`src/irq_flag_mask_defs.vh`:
```
`ifndef IRQ_FLAG_MASK_DEFS_VH
`define IRQ_FLAG_MASK_DEFS_VH

// nibble locations in low ram
`define LOC_IE_EXT0 10'h000
`define LOC_TIMER_A 10'h001
`define LOC_TIMER_BC 10'h002
`define LOC_TIMER_D_ADC 10'h003
`define LOC_EXT23 10'h022
`define LOC_SERIAL 10'h023
`define LOC_EDGE_FIRST 10'h026
`define LOC_EDGE_SECOND 10'h027

// bit positions inside the nibbles
`define BIT_IE 0
`define BIT_EXT0_FLAG 2
`define BIT_EXT0_MASK 3
`define BIT_EXT1_FLAG 0
`define BIT_EXT1_MASK 1
`define BIT_TA_FLAG 2
`define BIT_TA_MASK 3
`define BIT_TB_FLAG 0
`define BIT_TB_MASK 1
`define BIT_TC_FLAG 2
`define BIT_TC_MASK 3
`define BIT_TD_FLAG 0
`define BIT_TD_MASK 1
`define BIT_AD_FLAG 2
`define BIT_AD_MASK 3
`define BIT_EXT2_FLAG 0
`define BIT_EXT2_MASK 1
`define BIT_EXT3_FLAG 2
`define BIT_EXT3_MASK 3
`define BIT_EXT4_FLAG 0
`define BIT_EXT4_MASK 1
`define BIT_SER_FLAG 2
`define BIT_SER_MASK 3

// source index in the flag and mask vectors
`define SRC_EXT0 0
`define SRC_EXT1 1
`define SRC_EXT2 2
`define SRC_EXT3 3
`define SRC_EXT4 4
`define SRC_TA 5
`define SRC_TB 6
`define SRC_TC 7
`define SRC_TD 8
`define SRC_SER 9
`define SRC_AD 10
`define NUM_SRC 11

// reset values
`define RST_FLAGS 11'h000
`define RST_MASKS 11'h7ff
`define RST_IE 1'b0
`define RST_EDGE_SEL 4'h0

// edge codes
`define EDGE_NONE 2'b00
`define EDGE_FALL 2'b01
`define EDGE_RISE 2'b10
`define EDGE_BOTH 2'b11

// cycles after reset before the first compare is trusted
`define EDGE_SETTLE 2'h3

`endif

```
`src/pin_edge_detect.v`:
```
`default_nettype none

module pin_edge_detect (
	input wire i_clk,
	input wire i_rst,
	input wire i_pin,
	input wire [1:0] i_code,
	output wire o_edge
);

`include "irq_flag_mask_defs.vh"

reg sync1_r;
reg sync2_r;
reg prev_r;
reg [1:0] settle_r;
wire live;
wire rise;
wire fall;

// two-stage synchroniser, then one more sample to compare against
always @(posedge i_clk) begin
	if (i_rst) begin
		sync1_r <= 1'b1;
		sync2_r <= 1'b1;
		prev_r <= 1'b1;
	end else begin
		sync1_r <= i_pin;
		sync2_r <= sync1_r;
		prev_r <= sync2_r;
	end
end

// ignore compares until reset values have flushed out of the chain
always @(posedge i_clk) begin
	if (i_rst) begin
		settle_r <= 2'h0;
	end else if (settle_r != `EDGE_SETTLE) begin
		settle_r <= settle_r + 2'h1;
	end
end

assign live = (settle_r == `EDGE_SETTLE);
assign rise = live & sync2_r & ~prev_r;
assign fall = live & ~sync2_r & prev_r;

// code selects which edges count
assign o_edge = (i_code[0] & fall) | (i_code[1] & rise);

endmodule // pin_edge_detect

`default_nettype wire

```
`src/irq_flag_mask_edge_select.v`:
```
// How it works
// - external request flags read 1 when a request is pending, else 0
// - external mask bit 1 blocks its flag's request, 0 passes it
// - edge select first at 026: pin3 code bits 3:2, pin2 bits 1:0
// - edge select second at 027: capture code bits 3:2, pin4 bits 1:0
// - edge code 00 none, 01 falling, 10 rising, 11 both edges
// - timer a flag at 001 bit 2 sets on timer a overflow
// - timer a mask at 001 bit 3 blocks when 1
// - timer b flag at 002 bit 0 sets on timer b overflow
// - timer b mask at 002 bit 1 blocks when 1
// - timer c flag at 002 bit 2 sets on timer c overflow
// - timer c mask at 002 bit 3 blocks when 1
// - timer d flag at 003 bit 0: overflow, or capture edge in capture use
// - timer d mask at 003 bit 1 blocks when 1
// - serial flag at 023 bit 2 sets on transfer done or suspended
// - serial mask at 023 bit 3 blocks when 1
// - converter flag at 003 bit 2 sets when conversion finishes
// - converter mask at 003 bit 3 blocks when 1
// - request active when flag 1 and mask 0; serviced only if enable 1
// - reset clears enable and flags, sets all masks
// - software cannot set a flag; the service routine clears it
// - pins zero and one detect falling edges only
`default_nettype none

module irq_flag_mask_edge_select #(
	parameter ADDR_W = 10
) (
	input wire i_clk,
	input wire i_rst,
	input wire [ADDR_W-1:0] i_addr,
	input wire i_wr_en,
	input wire [3:0] i_wr_data,
	input wire i_rd_en,
	output reg [3:0] o_rd_data,
	input wire [4:0] i_ext_irq_pins_n,
	input wire i_timer_capture_pin,
	input wire i_capture_mode,
	input wire [3:0] i_timer_ovf,
	input wire i_serial_done,
	input wire i_serial_suspend,
	input wire i_adc_done,
	input wire i_ie_clear,
	output reg [10:0] o_req,
	output reg o_irq,
	output reg o_global_irq_enable
);

`include "irq_flag_mask_defs.vh"

reg [10:0] flag_r;
reg [10:0] flag_nxt;
reg [10:0] mask_r;
reg [10:0] mask_nxt;
reg ie_r;
reg ie_nxt;
reg [3:0] edge_select_first_r;
reg [3:0] edge_select_second_r;
reg [10:0] flag_clr;
reg [10:0] mask_we;
reg [10:0] mask_wd;
reg ie_we;
reg [10:0] set_vec;
reg [3:0] rd_nxt;
wire [5:0] pin_edge;
wire [11:0] edge_codes;
wire [5:0] pin_levels;

// pins zero and one have no selector and see falling edges only
assign edge_codes = {edge_select_second_r[3:2], edge_select_second_r[1:0],
	edge_select_first_r[3:2], edge_select_first_r[1:0],
	`EDGE_FALL, `EDGE_FALL};
assign pin_levels = {i_timer_capture_pin, i_ext_irq_pins_n};

// one detector per pin; index 5 is the capture pin
genvar g;
generate
	for (g = 0; g < 6; g = g + 1) begin : g_pin
		pin_edge_detect u_det (
			.i_clk(i_clk),
			.i_rst(i_rst),
			.i_pin(pin_levels[g]),
			.i_code(edge_codes[2*g+1:2*g]),
			.o_edge(pin_edge[g])
		);
	end
endgenerate

// hardware set sources, one per flag
always @* begin
	set_vec = 11'h000;
	set_vec[`SRC_EXT0] = pin_edge[0];
	set_vec[`SRC_EXT1] = pin_edge[1];
	set_vec[`SRC_EXT2] = pin_edge[2];
	set_vec[`SRC_EXT3] = pin_edge[3];
	set_vec[`SRC_EXT4] = pin_edge[4];
	set_vec[`SRC_TA] = i_timer_ovf[0];
	set_vec[`SRC_TB] = i_timer_ovf[1];
	set_vec[`SRC_TC] = i_timer_ovf[2];
	set_vec[`SRC_TD] = i_timer_ovf[3] | (i_capture_mode & pin_edge[5]);
	set_vec[`SRC_SER] = i_serial_done | i_serial_suspend;
	set_vec[`SRC_AD] = i_adc_done;
end

// write decode; writing 1 to a flag bit does nothing, 0 clears it
always @* begin
	flag_clr = 11'h000;
	mask_we = 11'h000;
	mask_wd = 11'h000;
	ie_we = 1'b0;
	if (i_wr_en) begin
		case (i_addr)
		`LOC_IE_EXT0: begin
			ie_we = 1'b1;
			flag_clr[`SRC_EXT0] = ~i_wr_data[`BIT_EXT0_FLAG];
			mask_we[`SRC_EXT0] = 1'b1;
			mask_wd[`SRC_EXT0] = i_wr_data[`BIT_EXT0_MASK];
		end
		`LOC_TIMER_A: begin
			flag_clr[`SRC_EXT1] = ~i_wr_data[`BIT_EXT1_FLAG];
			flag_clr[`SRC_TA] = ~i_wr_data[`BIT_TA_FLAG];
			mask_we[`SRC_EXT1] = 1'b1;
			mask_we[`SRC_TA] = 1'b1;
			mask_wd[`SRC_EXT1] = i_wr_data[`BIT_EXT1_MASK];
			mask_wd[`SRC_TA] = i_wr_data[`BIT_TA_MASK];
		end
		`LOC_TIMER_BC: begin
			flag_clr[`SRC_TB] = ~i_wr_data[`BIT_TB_FLAG];
			flag_clr[`SRC_TC] = ~i_wr_data[`BIT_TC_FLAG];
			mask_we[`SRC_TB] = 1'b1;
			mask_we[`SRC_TC] = 1'b1;
			mask_wd[`SRC_TB] = i_wr_data[`BIT_TB_MASK];
			mask_wd[`SRC_TC] = i_wr_data[`BIT_TC_MASK];
		end
		`LOC_TIMER_D_ADC: begin
			flag_clr[`SRC_TD] = ~i_wr_data[`BIT_TD_FLAG];
			flag_clr[`SRC_AD] = ~i_wr_data[`BIT_AD_FLAG];
			mask_we[`SRC_TD] = 1'b1;
			mask_we[`SRC_AD] = 1'b1;
			mask_wd[`SRC_TD] = i_wr_data[`BIT_TD_MASK];
			mask_wd[`SRC_AD] = i_wr_data[`BIT_AD_MASK];
		end
		`LOC_EXT23: begin
			flag_clr[`SRC_EXT2] = ~i_wr_data[`BIT_EXT2_FLAG];
			flag_clr[`SRC_EXT3] = ~i_wr_data[`BIT_EXT3_FLAG];
			mask_we[`SRC_EXT2] = 1'b1;
			mask_we[`SRC_EXT3] = 1'b1;
			mask_wd[`SRC_EXT2] = i_wr_data[`BIT_EXT2_MASK];
			mask_wd[`SRC_EXT3] = i_wr_data[`BIT_EXT3_MASK];
		end
		`LOC_SERIAL: begin
			flag_clr[`SRC_EXT4] = ~i_wr_data[`BIT_EXT4_FLAG];
			flag_clr[`SRC_SER] = ~i_wr_data[`BIT_SER_FLAG];
			mask_we[`SRC_EXT4] = 1'b1;
			mask_we[`SRC_SER] = 1'b1;
			mask_wd[`SRC_EXT4] = i_wr_data[`BIT_EXT4_MASK];
			mask_wd[`SRC_SER] = i_wr_data[`BIT_SER_MASK];
		end
		default: begin
			ie_we = 1'b0;
		end
		endcase
	end
end

// set beats clear so an event in the clearing cycle survives
always @* begin
	flag_nxt = (flag_r & ~flag_clr) | set_vec;
	mask_nxt = (mask_r & ~mask_we) | (mask_wd & mask_we);
	ie_nxt = ie_r;
	if (i_ie_clear) begin
		ie_nxt = 1'b0;
	end else if (ie_we) begin
		ie_nxt = i_wr_data[`BIT_IE];
	end
end

// read mux; edge selectors are write-only and read as zero
always @* begin
	rd_nxt = 4'h0;
	case (i_addr)
	`LOC_IE_EXT0: begin
		rd_nxt[`BIT_IE] = ie_r;
		rd_nxt[`BIT_EXT0_FLAG] = flag_r[`SRC_EXT0];
		rd_nxt[`BIT_EXT0_MASK] = mask_r[`SRC_EXT0];
	end
	`LOC_TIMER_A: begin
		rd_nxt[`BIT_EXT1_FLAG] = flag_r[`SRC_EXT1];
		rd_nxt[`BIT_EXT1_MASK] = mask_r[`SRC_EXT1];
		rd_nxt[`BIT_TA_FLAG] = flag_r[`SRC_TA];
		rd_nxt[`BIT_TA_MASK] = mask_r[`SRC_TA];
	end
	`LOC_TIMER_BC: begin
		rd_nxt[`BIT_TB_FLAG] = flag_r[`SRC_TB];
		rd_nxt[`BIT_TB_MASK] = mask_r[`SRC_TB];
		rd_nxt[`BIT_TC_FLAG] = flag_r[`SRC_TC];
		rd_nxt[`BIT_TC_MASK] = mask_r[`SRC_TC];
	end
	`LOC_TIMER_D_ADC: begin
		rd_nxt[`BIT_TD_FLAG] = flag_r[`SRC_TD];
		rd_nxt[`BIT_TD_MASK] = mask_r[`SRC_TD];
		rd_nxt[`BIT_AD_FLAG] = flag_r[`SRC_AD];
		rd_nxt[`BIT_AD_MASK] = mask_r[`SRC_AD];
	end
	`LOC_EXT23: begin
		rd_nxt[`BIT_EXT2_FLAG] = flag_r[`SRC_EXT2];
		rd_nxt[`BIT_EXT2_MASK] = mask_r[`SRC_EXT2];
		rd_nxt[`BIT_EXT3_FLAG] = flag_r[`SRC_EXT3];
		rd_nxt[`BIT_EXT3_MASK] = mask_r[`SRC_EXT3];
	end
	`LOC_SERIAL: begin
		rd_nxt[`BIT_EXT4_FLAG] = flag_r[`SRC_EXT4];
		rd_nxt[`BIT_EXT4_MASK] = mask_r[`SRC_EXT4];
		rd_nxt[`BIT_SER_FLAG] = flag_r[`SRC_SER];
		rd_nxt[`BIT_SER_MASK] = mask_r[`SRC_SER];
	end
	default: begin
		rd_nxt = 4'h0;
	end
	endcase
end

// state registers
always @(posedge i_clk) begin
	if (i_rst) begin
		flag_r <= `RST_FLAGS;
		mask_r <= `RST_MASKS;
		ie_r <= `RST_IE;
		edge_select_first_r <= `RST_EDGE_SEL;
		edge_select_second_r <= `RST_EDGE_SEL;
	end else begin
		flag_r <= flag_nxt;
		mask_r <= mask_nxt;
		ie_r <= ie_nxt;
		if (i_wr_en && i_addr == `LOC_EDGE_FIRST) begin
			edge_select_first_r <= i_wr_data;
		end
		if (i_wr_en && i_addr == `LOC_EDGE_SECOND) begin
			edge_select_second_r <= i_wr_data;
		end
	end
end

// outputs registered; requests lag the flags by one cycle
always @(posedge i_clk) begin
	if (i_rst) begin
		o_rd_data <= 4'h0;
		o_req <= 11'h000;
		o_irq <= 1'b0;
		o_global_irq_enable <= 1'b0;
	end else begin
		if (i_rd_en) begin
			o_rd_data <= rd_nxt;
		end
		o_req <= flag_r & ~mask_r;
		o_irq <= ie_r & (|(flag_r & ~mask_r));
		o_global_irq_enable <= ie_r;
	end
end

endmodule // irq_flag_mask_edge_select

`default_nettype wire

```
`config.mk`:
```
export PLATFORM = sky130hd
export DESIGN_NAME = irq_flag_mask_edge_select
export DESIGN_NICKNAME = d
export VERILOG_FILES = /design/src/pin_edge_detect.v /design/src/irq_flag_mask_edge_select.v
export VERILOG_INCLUDE_DIRS = /design/src
export SDC_FILE = /design/constraint.sdc
export NUM_CORES = 1
export LEC_CHECK = 0
export BUFFER_PORTS_ARGS = -buffer_cell sky130_fd_sc_hd__buf_4
export CORE_ASPECT_RATIO = 1.4
export CORE_MARGIN = 1.5
export CORE_UTILIZATION = 50
export CTS_BUF_LIST = sky130_fd_sc_hd__clkbuf_4
export DETAILED_ROUTE_END_ITERATION = 12
export PLACE_DENSITY = 0.75
export SETUP_SLACK_MARGIN = 0.5
export SKIP_CTS_REPAIR_TIMING = 1
export SLEW_MARGIN = 20
export SYNTH_ARGS = -nofsm -noshare
export SYNTH_HDL_FRONTEND = slang
export SYNTH_SLANG_ARGS = --single-unit
```
`constraint.sdc`:
```
create_clock -name i_clk -period 1.1 [get_ports i_clk]
set_input_delay 0 -clock i_clk [delete_from_list [all_inputs] [get_ports i_clk]]
set_output_delay 0 -clock i_clk [all_outputs]
set_load 0.02 [all_outputs]
```
==> metrics.md <==
| Metric | Value |
|---|---|
| Status | complete, but fails checks |
| Failing checks | negative hold slack, negative setup slack |
| Min setup slack post-route | -64.9 ps |
| Reg2Reg Setup Slack | -60 ps |
| DR iter-0 viols | 100 |
| Top FF cell, synth | dfxtp_1 |
| Fill cells | 410 |
| Area of the multi-input gates | roughly 1600 sq um |
| Synth top area cells | dfxtp_1 53%, mux2i_1 6.4%, nor2_1 4.0% |
| Syn nets | between 300 and 400 |
| Syn Area/Cell | 9.85 sq um |
| Reg clk slew, reported paths | 120 ps |
| Worst-skew pair later-pin latency | ~410 ps |
| Final Hold Viols | 28 |
| Num CTS Buffers | 9 |
| Top cell type's share of synthesized area | 0.525 |
| CTS tree | built |
| # setup viols final | 4 |
| DIE AREA | approximately 6400 sq um |
| Final Skew | ~11 ps |
| DRC | 0 |
| Post-synth EDFFs | 0 |
| Max Cap Viol | 0 |
| DRT antenna net count | 0 |
| Global-route wire length before repair | around 10000 um |
| Initial Util | 0.515 |
| Grt met3 use | 0.0336 |
| H-tree lvl count | 3 |
| Hold Path Class | input pin to flop |
| Worst vdd ir | 1.01 mV |
| Min Hold Slack | -225 ps |
| Critical path endpoint | o_rd_data[1] |
| Slew headroom | 0.772 |
| Clk buf depth | 2 |
| Antenna violations before repair | 0 |
| Leakage | roughly 1.9 nW |
| Worst Reg-to-Reg Cells | 3 |
| RSZ-0062 raised after global routing | true |
| Syn Std Cell Area | just under 3000 sq um |
| Ys Warns | 0 |
| Crit path arrival time | ~1500 ps |
| Core area | between 5000 and 6000 sq um |
| Largest net degree at the start of global routing | 26 |
| Synth Instances | approximately 300 |
| Antenna cells | 0 |
| Register area | between 1500 and 2000 sq um |
| DR WL/cell | ~15 um |
| Setup WS pre-CTS | -157 ps |
| Layout cell share with drive strength beyond 1 | 0.557 |
| Routed vias/inst | 5.28 |
| Yosys top cell by area | dfxtp_1 |
| Seq/Total Area, Yosys | 0.525 |
| Max Clk Rate | 0.858 GHz |
| Vias post-DR | roughly 2500 |
| Critical Path RT | around 1400 ps |
| Die Y | ~94 um |
| Grt met1 use | 0.240 |
| Minimum clock period after layout | roughly 1200 ps |
| Most Crowded Layer GR | met2 |
| Tot Pwr | 5.70 mW |
| #FFs+latches synth | 78 |
| PD cells | 1280 nW/um^2 |
| Die extent in x | a little under 70 um |
| Vias in the first global route | ~2400 |
| Clk sink count | slightly below 80 |
| Detailed Route WL | 7240 um |
| Final period utilization | 1.06 |
| CTS root buf | clkbuf_4 |
| CP Capture Type | flop |
| DP HPWL | 4830 um |
| Site row count | 33 |
| Gr usage total | 0.223 |
| Hold_sp | i_ext_irq_pins_n[4] |
| Yosys cell types | 41 |
| Max-slew violations | 0 |
| Critical Path Source Type | flop |
| Grt ovf | 0 |
| Area delta synth->final | 49.3% |
| Crit Reg-Reg Endpoint | o_rd_data[1] |
| Crit-path max FO | 2 |
| Port Buf Inserts | around 50 |
| Met2 usage | 0.393 |
| Placer Congestion | 0.937 |
| Worst-Margin Slew | 341 ps |
| Nets | around 450 |
| Post-synth ARST share | 0 |
| Kind of critical path | flop to flop |
| DRT Pass-1 Iters | 4 |
| I/O Pins | 50 |
==> worst min-delay path by stage <==
| stage | endpoint | cells after the start |
|---|---|---|
| 2_1_floorplan | ie_r | 1 |
| 3_3_place_gp | ie_r | 2 |
| 3_5_place_dp | ie_r | 2 |
| 4_1_cts | ie_r | 2 |
| 5_1_grt | g_pin[4].u_det.sync1_r | 2 |
| 6_report | g_pin[4].u_det.sync1_r | 2 |
==> cells by family (layout without fill, tap and decap cells) <==
family / count (synthesis) / count (layout) / share of synthesized area
AND/OR/NAND/NOR: 113 / 113 / 0.201
AO/OA/AOI/OAI: 52 / 52 / 0.107
adder cells (fa/ha/maj): 6 / 6 / 0.0252
buffers and inverters: 25 / 132 / 0.0349
XOR/XNOR: 6 / 6 / 0.0177
multiplexers: 22 / 22 / 0.0892
flip-flops: 78 / 78 / 0.525
==> worst max-delay path, stage by stage (launching register included) <==
cell and delay (ps):
dfxtp_2 340, mux4_1 510, a21oi_2 160, o21ai_1 60
==> synth_stat cells, drive strengths merged (5+ instances only) <==
| library cell | n |
|---|---|
| a21oi | 12 |
| clkbuf | 7 |
| dfxtp | 78 |
| ha | 6 |
| inv | 14 |
| mux2i | 19 |
| nand2 | 23 |
| nand2b | 5 |
| nand3b | 5 |
| nand4 | 9 |
| nor2 | 33 |
| nor3 | 8 |
| o211ai | 12 |
| o21ai | 19 |
| or2 | 18 |
| xor2 | 6 |
==> cell type report <==
type | instances | share of cell area
clock inverters | 5 | 0.0172
clock buffers | 9 | 0.0152
repair buffers | 104 | 0.211
multi-input cells | 199 | 0.356
flip-flops and latches | 78 | 0.369
well taps | 70 | 0.0197
inverters | 14 | 0.0124
==> stage by stage <==
stage	utilization	hold slack, ps	cell area (sq um)	instances	setup TNS, ps
2_1_floorplan	-	79.3	3140	302	-40.3
3_3_place_gp	0.653	163	3780	442	-2050
3_5_place_dp	0.653	170	3780	442	-2530
4_1_cts	0.678	-285	3920	456	-351
5_1_grt	0.768	-239	4440	479	-339
6_report	0.768	-225	4440	479	-156
==> per-layer routing <==
metal	wire length, um	part of all wire	vias up
met5	0	0	-
li1	-	-	1259
met4	141	0.019	0
met1	2810	0.39	1193
met3	268	0.037	13
met2	4020	0.56	64
==> power by group <==
group	internal, mW	total (mW)	switching (mW)	leakage [nW]
Sequential	2.99	3.13	0.140	0.646
Clock	0.887	1.82	0.932	0.0753
Combinational	0.435	0.754	0.319	1.19
Total	4.31	5.70	1.39	1.92
==> cells in the final DEF (no fill, tap or decap), types with 6 or more instances in the layout <==
cell type,n
a21oi_1,8
buf_4,56
buf_6,32
clkbuf_4,9
dfxtp_1,25
dfxtp_2,49
dlygate4sd3_1,15
ha_4,6
inv_1,8
mux2i_1,18
nand2_1,15
nand2_2,8
nand4_1,9
nor2_1,27
o211ai_1,12
o21ai_1,14
or2_2,6
or2_4,12
Power figures use the tool's default switching activity.
